### src/cpu_decode_pkg.sv
// Purpose: Shared constants and types for the overflow branch, flag clear and compare core
// Assumes: 8-bit data, 16-bit addresses, status byte laid out N V - - D I Z C
// Notes: Register port offsets are word indices on a small 4-bit address
package cpu_decode_pkg;
    localparam logic [7:0] OP_BRVS = 8'h70;
    localparam logic [7:0] OP_BRVC = 8'h50;
    localparam logic [7:0] OP_CLRD = 8'hD8;
    localparam logic [7:0] OP_CLRI = 8'h58;
    localparam logic [7:0] OP_CLRV = 8'hB8;
    localparam logic [7:0] OP_ACMP_IMM = 8'hC9;
    localparam logic [7:0] OP_ACMP_ZP = 8'hC5;
    localparam logic [7:0] OP_ACMP_ZPX = 8'hD5;
    localparam logic [7:0] OP_ACMP_ABS = 8'hCD;
    localparam logic [7:0] OP_ACMP_ABSX = 8'hDD;
    localparam logic [7:0] OP_ACMP_ABSY = 8'hD9;
    localparam logic [7:0] OP_ACMP_INDX = 8'hC1;
    localparam logic [7:0] OP_ACMP_INDY = 8'hD1;

    localparam int FLAG_C = 0;
    localparam int FLAG_Z = 1;
    localparam int FLAG_I = 2;
    localparam int FLAG_D = 3;
    localparam int FLAG_V = 6;
    localparam int FLAG_N = 7;
    localparam logic [7:0] MASK_D = 8'h08;
    localparam logic [7:0] MASK_I = 8'h04;
    localparam logic [7:0] MASK_V = 8'h40;
    localparam logic [7:0] MASK_NZC = 8'h83;

    localparam logic [3:0] REG_CTRL = 4'h0;
    localparam logic [3:0] REG_STAT = 4'h1;
    localparam logic [3:0] REG_ACC = 4'h2;
    localparam logic [3:0] REG_XIDX = 4'h3;
    localparam logic [3:0] REG_YIDX = 4'h4;
    localparam logic [3:0] REG_PCL = 4'h5;
    localparam logic [3:0] REG_PCH = 4'h6;
    localparam logic [3:0] REG_INFO = 4'h7;
    localparam int CTRL_RUN = 0;
    localparam int INFO_IDLE = 0;
    localparam int INFO_BAD = 1;

    localparam logic [7:0] STAT_RESET = 8'h04;
    localparam logic [15:0] PC_RESET = 16'h0000;
    localparam logic [7:0] ZERO_PAGE = 8'h00;

    localparam logic [2:0] LEN_ACMP_IMM = 3'h2;
    localparam logic [2:0] LEN_ACMP_ZP = 3'h3;
    localparam logic [2:0] LEN_ACMP_INDX = 3'h6;

    typedef enum logic [2:0] {
        K_BAD, K_BR_SET, K_BR_CLR, K_CLRD, K_CLRI, K_CLRV, K_ACMP
    } kind_e;

    typedef enum logic [3:0] {
        M_NONE, M_REL, M_IMM, M_ZP, M_ZPX, M_ABS, M_ABSX, M_ABSY, M_INDX, M_INDY
    } mode_e;
endpackage

### src/decode_if.sv
// Purpose: Carries an opcode to the decoder and its class and addressing mode back
// Assumes: Purely combinational path inside one clock domain
// Notes: None
`timescale 1ns/1ps
interface decode_if;
    logic [7:0] opcode;
    cpu_decode_pkg::kind_e kind;
    cpu_decode_pkg::mode_e mode;
    modport decoder (input opcode, output kind, output mode);
    modport core (output opcode, input kind, input mode);
endinterface

### src/cpu_branch_flag_compare_decode.sv
// Purpose: Fetch and execute core for overflow branches, flag clears and compare
// Assumes: Memory returns mem_data_in for mem_addr_out within the same cycle
// Notes: Software may change PC and status only while the core is idle
`timescale 1ns/1ps
// Summary of operation
// - Opcode 70 branches when overflow is 1, else falls through; two cycles base.
// - Opcode 50 branches when overflow is 0, else falls through; two cycles base.
// - Taken overflow branch within the same page costs one extra cycle.
// - Taken overflow branch into another page costs two extra cycles.
// - Interrupt-disable clear sets that flag to 0, other flags untouched.
// - Compare subtracts operand from accumulator, sets N Z C, keeps I D V.
// - Compare takes 2,3,4,4,4,4,6,5 cycles, plus one on indexed page cross.
module cpu_branch_flag_compare_decode (
    input wire logic clock_in, // System clock, 250 MHz
    input wire logic nrst_in, // Asynchronous reset, active low
    input wire logic [3:0] reg_addr_in, // Register index
    input wire logic [7:0] reg_wdata_in, // Register write data
    input wire logic reg_wr_in, // Register write strobe
    input wire logic reg_rd_in, // Register read strobe
    output logic [7:0] reg_rdata_out, // Read data, cycle after strobe
    output logic [15:0] mem_addr_out, // Memory address
    output logic mem_rd_out, // Memory read enable
    input wire logic [7:0] mem_data_in // Memory read data
);
    typedef enum logic [9:0] {
        S_FETCH = 10'h001, S_IMPL = 10'h002, S_OPER1 = 10'h004, S_OPER2 = 10'h008,
        S_ZPIDX = 10'h010, S_PTR_LO = 10'h020, S_PTR_HI = 10'h040,
        S_FIXHI = 10'h080, S_READ = 10'h100, S_BR_TAKE = 10'h200
    } state_e;

    state_e state;
    logic br_fix;
    logic run;
    logic bad_op;
    logic [7:0] stat;
    logic [7:0] acc;
    logic [7:0] xidx;
    logic [7:0] yidx;
    logic [15:0] pc;
    logic [15:0] ea;
    logic [7:0] ptr;
    logic [7:0] opcode;
    logic [2:0] cyc_cnt;
    decode_if dec ();

    logic idle;
    logic sw_wr;
    logic acmp_exec;
    logic br_taken;
    logic [15:0] br_target;
    logic br_cross;
    logic [7:0] idx_val;
    logic [7:0] base_lo;
    logic [8:0] idx_sum;
    logic [7:0] zp_sum;
    logic [15:0] ea_bus;
    logic [7:0] acmp_diff;

    cpu_op_decode i_cpu_op_decode (
        .dec(dec)
    );

    // Decode the live byte while fetching so no decode cycle is lost
    assign dec.opcode = (state == S_FETCH) ? mem_data_in : opcode;
    assign idle = (state == S_FETCH) && !run;
    assign sw_wr = reg_wr_in && idle;
    assign acmp_exec = (dec.kind == cpu_decode_pkg::K_ACMP)
        && ((state == S_READ) || (state == S_OPER1 && dec.mode == cpu_decode_pkg::M_IMM));
    assign br_taken = (dec.kind == cpu_decode_pkg::K_BR_SET) ? stat[cpu_decode_pkg::FLAG_V]
        : (dec.kind == cpu_decode_pkg::K_BR_CLR) && !stat[cpu_decode_pkg::FLAG_V];
    assign br_target = pc + {{8{ptr[7]}}, ptr};
    assign br_cross = br_target[15:8] != pc[15:8];
    assign zp_sum = ptr + xidx;
    assign idx_val = (dec.mode == cpu_decode_pkg::M_ABSX) ? xidx
        : (dec.mode == cpu_decode_pkg::M_ABSY || dec.mode == cpu_decode_pkg::M_INDY) ? yidx
        : cpu_decode_pkg::ZERO_PAGE;
    assign base_lo = (state == S_OPER2) ? ptr : ea[7:0];
    assign idx_sum = {1'b0, base_lo} + {1'b0, idx_val};
    assign mem_addr_out = ea_bus;

    // Sequencer and address path
    always_ff @(posedge clock_in or negedge nrst_in) begin
        if (!nrst_in) begin
            state <= S_FETCH;
            br_fix <= 1'b0;
            ea_bus <= cpu_decode_pkg::PC_RESET;
            ea <= cpu_decode_pkg::PC_RESET;
            ptr <= cpu_decode_pkg::ZERO_PAGE;
            opcode <= cpu_decode_pkg::ZERO_PAGE;
        end else begin
            case (state)
                S_FETCH: begin
                    if (run && dec.kind != cpu_decode_pkg::K_BAD) begin
                        opcode <= mem_data_in;
                        ea_bus <= pc + 16'h0001;
                        state <= (dec.mode == cpu_decode_pkg::M_NONE) ? S_IMPL : S_OPER1;
                    end else begin
                        ea_bus <= pc;
                    end
                end
                S_IMPL: begin
                    ea_bus <= pc;
                    state <= S_FETCH;
                end
                S_OPER1: begin
                    ptr <= mem_data_in;
                    ea_bus <= pc + 16'h0001;
                    state <= S_FETCH;
                    case (dec.mode)
                        cpu_decode_pkg::M_REL: begin
                            if (br_taken) begin
                                state <= S_BR_TAKE;
                            end
                        end
                        cpu_decode_pkg::M_ZP: begin
                            ea_bus <= {cpu_decode_pkg::ZERO_PAGE, mem_data_in};
                            state <= S_READ;
                        end
                        cpu_decode_pkg::M_ZPX, cpu_decode_pkg::M_INDX: begin
                            ea_bus <= {cpu_decode_pkg::ZERO_PAGE, mem_data_in};
                            state <= S_ZPIDX;
                        end
                        cpu_decode_pkg::M_INDY: begin
                            ea_bus <= {cpu_decode_pkg::ZERO_PAGE, mem_data_in};
                            state <= S_PTR_LO;
                        end
                        cpu_decode_pkg::M_ABS, cpu_decode_pkg::M_ABSX,
                        cpu_decode_pkg::M_ABSY: begin
                            state <= S_OPER2;
                        end
                        default: begin
                            state <= S_FETCH;
                        end
                    endcase
                end
                S_ZPIDX: begin
                    // Zero-page index wraps inside page zero
                    ptr <= zp_sum;
                    ea_bus <= {cpu_decode_pkg::ZERO_PAGE, zp_sum};
                    state <= (dec.mode == cpu_decode_pkg::M_INDX) ? S_PTR_LO : S_READ;
                end
                S_PTR_LO: begin
                    ea[7:0] <= mem_data_in;
                    ea_bus <= {cpu_decode_pkg::ZERO_PAGE, ptr + 8'h01};
                    state <= S_PTR_HI;
                end
                S_OPER2, S_PTR_HI: begin
                    ea <= {mem_data_in, idx_sum[7:0]};
                    ea_bus <= {mem_data_in, idx_sum[7:0]};
                    state <= idx_sum[8] ? S_FIXHI : S_READ;
                end
                S_FIXHI: begin
                    ea_bus <= {ea[15:8] + 8'h01, ea[7:0]};
                    state <= S_READ;
                end
                S_READ: begin
                    ea_bus <= pc;
                    state <= S_FETCH;
                end
                S_BR_TAKE: begin
                    // Second dummy cycle only when the high byte must be fixed
                    if (br_fix) begin
                        br_fix <= 1'b0;
                        ea_bus <= pc;
                        state <= S_FETCH;
                    end else if (br_cross) begin
                        br_fix <= 1'b1;
                        ea_bus <= {pc[15:8], br_target[7:0]};
                    end else begin
                        ea_bus <= br_target;
                        state <= S_FETCH;
                    end
                end
                default: begin
                    state <= S_FETCH;
                end
            endcase
        end
    end

    // Program counter
    always_ff @(posedge clock_in or negedge nrst_in) begin
        if (!nrst_in) begin
            pc <= cpu_decode_pkg::PC_RESET;
        end else if (sw_wr && reg_addr_in == cpu_decode_pkg::REG_PCL) begin
            pc[7:0] <= reg_wdata_in;
        end else if (sw_wr && reg_addr_in == cpu_decode_pkg::REG_PCH) begin
            pc[15:8] <= reg_wdata_in;
        end else if (state == S_BR_TAKE && !br_fix) begin
            pc <= br_target;
        end else if ((state == S_FETCH && run && dec.kind != cpu_decode_pkg::K_BAD)
                || state == S_OPER1 || state == S_OPER2) begin
            pc <= pc + 16'h0001;
        end
    end

    // Status flags
    always_ff @(posedge clock_in or negedge nrst_in) begin
        if (!nrst_in) begin
            stat <= cpu_decode_pkg::STAT_RESET;
        end else if (sw_wr && reg_addr_in == cpu_decode_pkg::REG_STAT) begin
            stat <= reg_wdata_in;
        end else if (acmp_exec) begin
            stat[cpu_decode_pkg::FLAG_C] <= acc >= mem_data_in;
            stat[cpu_decode_pkg::FLAG_Z] <= acc == mem_data_in;
            stat[cpu_decode_pkg::FLAG_N] <= acmp_diff[7];
        end else if (state == S_IMPL) begin
            case (dec.kind)
                cpu_decode_pkg::K_CLRD: stat[cpu_decode_pkg::FLAG_D] <= 1'b0;
                cpu_decode_pkg::K_CLRI: stat[cpu_decode_pkg::FLAG_I] <= 1'b0;
                cpu_decode_pkg::K_CLRV: stat[cpu_decode_pkg::FLAG_V] <= 1'b0;
                default: stat <= stat;
            endcase
        end
    end

    // Result is only looked at for its sign; the accumulator is never written
    assign acmp_diff = acc - mem_data_in;

    // Software-owned data registers
    always_ff @(posedge clock_in or negedge nrst_in) begin
        if (!nrst_in) begin
            acc <= cpu_decode_pkg::ZERO_PAGE;
            xidx <= cpu_decode_pkg::ZERO_PAGE;
            yidx <= cpu_decode_pkg::ZERO_PAGE;
        end else if (sw_wr) begin
            if (reg_addr_in == cpu_decode_pkg::REG_ACC) begin
                acc <= reg_wdata_in;
            end else if (reg_addr_in == cpu_decode_pkg::REG_XIDX) begin
                xidx <= reg_wdata_in;
            end else if (reg_addr_in == cpu_decode_pkg::REG_YIDX) begin
                yidx <= reg_wdata_in;
            end
        end
    end

    // Run control; an unknown opcode stops the core and is latched
    always_ff @(posedge clock_in or negedge nrst_in) begin
        if (!nrst_in) begin
            run <= 1'b0;
            bad_op <= 1'b0;
        end else begin
            if (state == S_FETCH && run && dec.kind == cpu_decode_pkg::K_BAD) begin
                run <= 1'b0;
                bad_op <= 1'b1;
            end else begin
                if (reg_wr_in && reg_addr_in == cpu_decode_pkg::REG_CTRL) begin
                    run <= reg_wdata_in[cpu_decode_pkg::CTRL_RUN];
                end
                if (reg_wr_in && reg_addr_in == cpu_decode_pkg::REG_INFO
                        && reg_wdata_in[cpu_decode_pkg::INFO_BAD]) begin
                    bad_op <= 1'b0;
                end
            end
        end
    end

    // Stopping mid-instruction still needs valid operand reads to finish it
    assign mem_rd_out = run || (state != S_FETCH);

    // Register read port, data one cycle after the strobe
    always_ff @(posedge clock_in or negedge nrst_in) begin
        if (!nrst_in) begin
            reg_rdata_out <= cpu_decode_pkg::ZERO_PAGE;
        end else if (!reg_rd_in) begin
            reg_rdata_out <= cpu_decode_pkg::ZERO_PAGE;
        end else if (reg_addr_in == cpu_decode_pkg::REG_CTRL) begin
            reg_rdata_out <= {7'h00, run};
        end else if (reg_addr_in == cpu_decode_pkg::REG_STAT) begin
            reg_rdata_out <= stat;
        end else if (reg_addr_in == cpu_decode_pkg::REG_ACC) begin
            reg_rdata_out <= acc;
        end else if (reg_addr_in == cpu_decode_pkg::REG_XIDX) begin
            reg_rdata_out <= xidx;
        end else if (reg_addr_in == cpu_decode_pkg::REG_YIDX) begin
            reg_rdata_out <= yidx;
        end else if (reg_addr_in == cpu_decode_pkg::REG_PCL) begin
            reg_rdata_out <= pc[7:0];
        end else if (reg_addr_in == cpu_decode_pkg::REG_PCH) begin
            reg_rdata_out <= pc[15:8];
        end else if (reg_addr_in == cpu_decode_pkg::REG_INFO) begin
            reg_rdata_out <= {6'h00, bad_op, idle};
        end else begin
            reg_rdata_out <= cpu_decode_pkg::ZERO_PAGE;
        end
    end

    // Cycles since the last opcode fetch, checked below
    always_ff @(posedge clock_in or negedge nrst_in) begin
        if (!nrst_in) begin
            cyc_cnt <= 3'h0;
        end else if (state == S_FETCH && run && dec.kind != cpu_decode_pkg::K_BAD) begin
            // A halting fetch keeps the count of the instruction before it
            cyc_cnt <= 3'h1;
        end else if (state != S_FETCH) begin
            cyc_cnt <= cyc_cnt + 3'h1;
        end
    end
endmodule

### src/cpu_op_decode.sv
// Purpose: Maps an opcode onto instruction class and addressing mode
// Assumes: Only the overflow branches, three flag clears and compare are legal
// Notes: Every other opcode decodes as K_BAD
`timescale 1ns/1ps
module cpu_op_decode (
    decode_if.decoder dec // Opcode in, class and mode out
);
    always_comb begin
        dec.kind = cpu_decode_pkg::K_ACMP;
        dec.mode = cpu_decode_pkg::M_NONE;
        case (dec.opcode)
            cpu_decode_pkg::OP_BRVS: begin
                dec.kind = cpu_decode_pkg::K_BR_SET;
                dec.mode = cpu_decode_pkg::M_REL;
            end
            cpu_decode_pkg::OP_BRVC: begin
                dec.kind = cpu_decode_pkg::K_BR_CLR;
                dec.mode = cpu_decode_pkg::M_REL;
            end
            cpu_decode_pkg::OP_CLRD: dec.kind = cpu_decode_pkg::K_CLRD;
            cpu_decode_pkg::OP_CLRI: dec.kind = cpu_decode_pkg::K_CLRI;
            cpu_decode_pkg::OP_CLRV: dec.kind = cpu_decode_pkg::K_CLRV;
            cpu_decode_pkg::OP_ACMP_IMM: dec.mode = cpu_decode_pkg::M_IMM;
            cpu_decode_pkg::OP_ACMP_ZP: dec.mode = cpu_decode_pkg::M_ZP;
            cpu_decode_pkg::OP_ACMP_ZPX: dec.mode = cpu_decode_pkg::M_ZPX;
            cpu_decode_pkg::OP_ACMP_ABS: dec.mode = cpu_decode_pkg::M_ABS;
            cpu_decode_pkg::OP_ACMP_ABSX: dec.mode = cpu_decode_pkg::M_ABSX;
            cpu_decode_pkg::OP_ACMP_ABSY: dec.mode = cpu_decode_pkg::M_ABSY;
            cpu_decode_pkg::OP_ACMP_INDX: dec.mode = cpu_decode_pkg::M_INDX;
            cpu_decode_pkg::OP_ACMP_INDY: dec.mode = cpu_decode_pkg::M_INDY;
            default: dec.kind = cpu_decode_pkg::K_BAD;
        endcase
    end
endmodule

### config.mk
export PLATFORM = sky130hd
export DESIGN_NAME = cpu_branch_flag_compare_decode
export DESIGN_NICKNAME = d
export VERILOG_FILES = /design/src/cpu_decode_pkg.sv /design/src/decode_if.sv /design/src/cpu_branch_flag_compare_decode.sv /design/src/cpu_op_decode.sv
export SDC_FILE = /design/constraint.sdc
export NUM_CORES = 1
export LEC_CHECK = 0
export BUFFER_PORTS_ARGS = -buffer_cell sky130_fd_sc_hd__clkbuf_2
export CAP_MARGIN = 15
export CELL_PAD_IN_SITES_DETAIL_PLACEMENT = 0
export CELL_PAD_IN_SITES_GLOBAL_PLACEMENT = 1
export CORE_MARGIN = 5
export CORE_UTILIZATION = 52
export DETAILED_ROUTE_END_ITERATION = 8
export GPL_ROUTABILITY_DRIVEN = 1
export GPL_TIMING_DRIVEN = 1
export PLACE_DENSITY_LB_ADDON = 0.1
export SKIP_CTS_REPAIR_TIMING = 1
export SYNTH_ARGS = -nofsm -noshare
export SYNTH_HDL_FRONTEND = slang
export SYNTH_SLANG_ARGS = --single-unit
### constraint.sdc
create_clock -name clock_in -period 9.3 [get_ports clock_in]
set_clock_uncertainty 0.1 [all_clocks]
set_input_delay 0.93 -clock clock_in [delete_from_list [all_inputs] [get_ports clock_in]]
set_output_delay 0.93 -clock clock_in [all_outputs]
set_load 0.03 [all_outputs]
==> results.sh <==
export IMPL_synth_edf_count=0
export IMPL_peakVddDrop_uv=163
export IMPL_die_h_um=143
export IMPL_min_period_ns=4.82
export IMPL_switchingPower_mw=1.15
export IMPL_syn_avg_cell_area_um2=8.53
export IMPL_yosysMostFrequentCell="dfrtp_1"
export IMPL_ctsRootBufferMaster="clkbuf_16"
export IMPL_overflow=0
export IMPL_relSlewSlack_pct=30.0
export IMPL_ys_types=88
export IMPL_grt_pass1_wl_um=50300
export IMPL_synth_area_um2=9180
export IMPL_worstPathArrival_ns=5.07
export IMPL_final_net_count=1154
export IMPL_dp_hpwl_um=24500
export IMPL_end_kind="register"
export IMPL_die_area_um2=20400
export IMPL_combPwrFrac_pct=40.3
export IMPL_clk_path_buf_depth=2
export IMPL_drc_errors=0
export IMPL_r2r_setup_slack_ns=4.48
export IMPL_drtIter0Drc=1022
export IMPL_antenna_cells=0
export IMPL_setup_slack_ns=4.48
export IMPL_globalplace_congestion=0.969
export IMPL_crit_fanout=15
export IMPL_async_flop_share_pct=100
export IMPL_wl_per_cell_um=24.7
export IMPL_drv_cap=0
export IMPL_grt_util_all_layers_pct=32.6
export IMPL_min_period_over_period_pct=51.8
export IMPL_port_buffers=48
export IMPL_cts_tree="built"
export IMPL_worst_slew_pin_slew_ns=1.05
export IMPL_synth_seq_cells=117
export IMPL_rsz0062_at_grt="no"
export IMPL_initial_core_util_pct=53.1
export IMPL_grt_max_degree=78
export IMPL_rows=48
export IMPL_htreeDepth=4
export IMPL_switching_share_pct=42.8
export IMPL_start_kind="register"
export IMPL_clock_sinks=117
export IMPL_die_width_um=143
export IMPL_synth_commonest_cells="dfrtp_1 (115), nor2_1 (102), nand2_1 (98)"
export IMPL_grt_pass1_vias=8328
export IMPL_dp_slack_ns=4.59
export IMPL_syn_to_final_growth_pct=10.3
export IMPL_syn_nets=1144
export IMPL_hp_class="in -> async"
export IMPL_final_setup_viol_count=0
export IMPL_drive_gt1_share_pct=15.7
export IMPL_hold_viol_final=0
export IMPL_synth_ff_type="dfrtp_1"
export IMPL_antenna_found_initial=0
export IMPL_seq_area_frac_synth_pct=31.9
export IMPL_leakagePower_nw=4.26
export IMPL_final_antenna_net_count=0
export IMPL_finalWirelength_um=32700
export IMPL_cts_buffers=17
export IMPL_via_per_inst=6.59
export IMPL_slew_viol_final=0
export IMPL_clkSlewWorstSetupHoldPaths_ns=0.06
export IMPL_power_density_nw_per_um2=265
export IMPL_r2r_end="mem_addr_out[6]"
export IMPL_synth_top_area_cell="dfrtp_1"
export IMPL_ys_warn_count=0
export IMPL_p_clk_share_pct=27.3
export IMPL_synthTopCellsByArea="dfrtp_1 (31%), ha_1 (5.6%), mux2_2 (4.8%)"
export IMPL_fin_setup_tns_ns=0
export IMPL_synthCells=1076
export IMPL_core_area_um2=17300
export IMPL_vias=8723
export IMPL_ff2ff_path_depth=18
export IMPL_outcome="finished, final reports clean"
export IMPL_ioPinCount=49
export IMPL_critPathRequiredTime_ns=9.55
export IMPL_clock_latency_ns=0.43
export IMPL_intPower_mw=1.54
export IMPL_synth_top_area_share_pct=31.4
export IMPL_crit_reg2reg_launch="state[2]"
export IMPL_timing_fmax_ghz=0.208
export IMPL_pwr_share_seq_pct=32.4
export IMPL_drt_pass1_iterations=5
export IMPL_crit_type="reg -> reg"
final cells by class:
type | count | area, um2
clock buffers | 17 | 425
clock inverters | 15 | 218
fillers | 1619 | 7170
inverters | 25 | 93.8
multi-input cells | 868 | 5870
flip-flops and latches | 117 | 2930
well taps | 225 | 282
repair buffers | 57 | 310
logic make-up (layout without fill, tap and decap cells):
group,after synthesis,in the layout,share of synthesized area [%]
AO/OA/AOI/OAI,316,316,22.3
AND/OR/NAND/NOR,383,383,21.9
buffers and inverters,91,114,4.31
multiplexers,52,52,6.20
flip-flops,117,117,31.9
adder cells (fa/ha/maj),45,45,6.35
XOR/XNOR,72,72,7.02
through the flow:
stage | hold slack, ns | total power, mW | cell area, um2 | cells | util (%)
3_5_place_dp | 0.376 | 1.93 | 9480 | 1292 | 54.8
2_1_floorplan | 0.349 | 1.60 | 9180 | 1076 | -
3_3_place_gp | 0.379 | 1.92 | 9480 | 1292 | 54.8
5_1_grt | 0.417 | 2.83 | 10100 | 1324 | 58.5
6_report | 0.367 | 2.69 | 10100 | 1324 | 58.5
4_1_cts | 0.393 | 2.66 | 10100 | 1324 | 58.5
power by group through the flow:
stage / Clock, mW / Combinational (mW) / Sequential, mW
2_1_floorplan: 0 / 0.799 / 0.802
3_3_place_gp: 0 / 1.05 / 0.868
3_5_place_dp: 0 / 1.06 / 0.868
4_1_cts: 0.735 / 1.07 / 0.860
5_1_grt: 0.760 / 1.19 / 0.882
6_report: 0.735 / 1.08 / 0.870
layer usage:
layer	wire length (um)	vias to the layer above	track usage [%]
li1	-	3971	-
met1	14000	4232	46.3
met2	14400	438	49.2
met3	3170	82	8.04
met4	1120	0	10.4
met5	0	-	0
how the worst max path moves through the flow:
| stage | cells past startpoint | start | endpoint |
|---|---|---|---|
| final | 18 | state[2] | mem_addr_out[6] |
| after global routing | 19 | state[2] | mem_addr_out[6] |
| after CTS | 19 | state[2] | mem_addr_out[6] |
| after detailed placement | 19 | mem_data_in[5] | mem_addr_out[6] |
| after global placement | 17 | mem_data_in[5] | mem_addr_out[5] |
| after floorplan | 18 | mem_data_in[6] | mem_addr_out[5] |
critical path, cell delays in order, from the launching register on:
cell	delay [ns]
dfrtp_1	0.48
nor4_4	0.51
and3_1	0.80
nand3_1	0.18
a211oi_2	0.32
a31o_2	0.27
a22o_1	0.18
ha_1	0.17
inv_1	0.06
fa_1	0.40
nor2b_1	0.12
o21ai_0	0.12
a21boi_0	0.28
o21a_1	0.15
nor2_1	0.06
xnor2_1	0.13
nand2_1	0.08
and4_1	0.17
a21oi_1	0.16
cells in the final DEF (no fill, tap or decap), drive strengths merged, types with 9 or more instances in the layout:
master | Yosys | routed
mux2i | 13 | 13
inv | 25 | 31
a22o | 11 | 11
a31oi | 10 | 10
a22oi | 16 | 16
o21ai | 92 | 92
a221oi | 18 | 18
nand4 | 22 | 22
a21o | 9 | 9
buf | 25 | 10
xnor2 | 40 | 40
nor2b | 13 | 13
xor2 | 31 | 31
and2 | 10 | 10
dfrtp | 115 | 115
ha | 41 | 41
clkbuf | 41 | 64
mux2 | 39 | 39
a211oi | 17 | 17
nand2 | 102 | 102
nor3 | 20 | 20
o211ai | 13 | 13
nand3 | 45 | 45
a21oi | 79 | 79
and3 | 9 | 9
nor2 | 104 | 104
state kept, by name (all words and copies together), names as in the netlist:
name / cells
ea: 16
mem_addr_out: 16
pc: 16
state: 10
acc: 8
opcode: 8
ptr: 8
reg_rdata_out: 8
stat: 8
xidx: 8
yidx: 8
bad_op: 1
br_fix: 1
run: 1
Power figures use the tool's default switching activity.
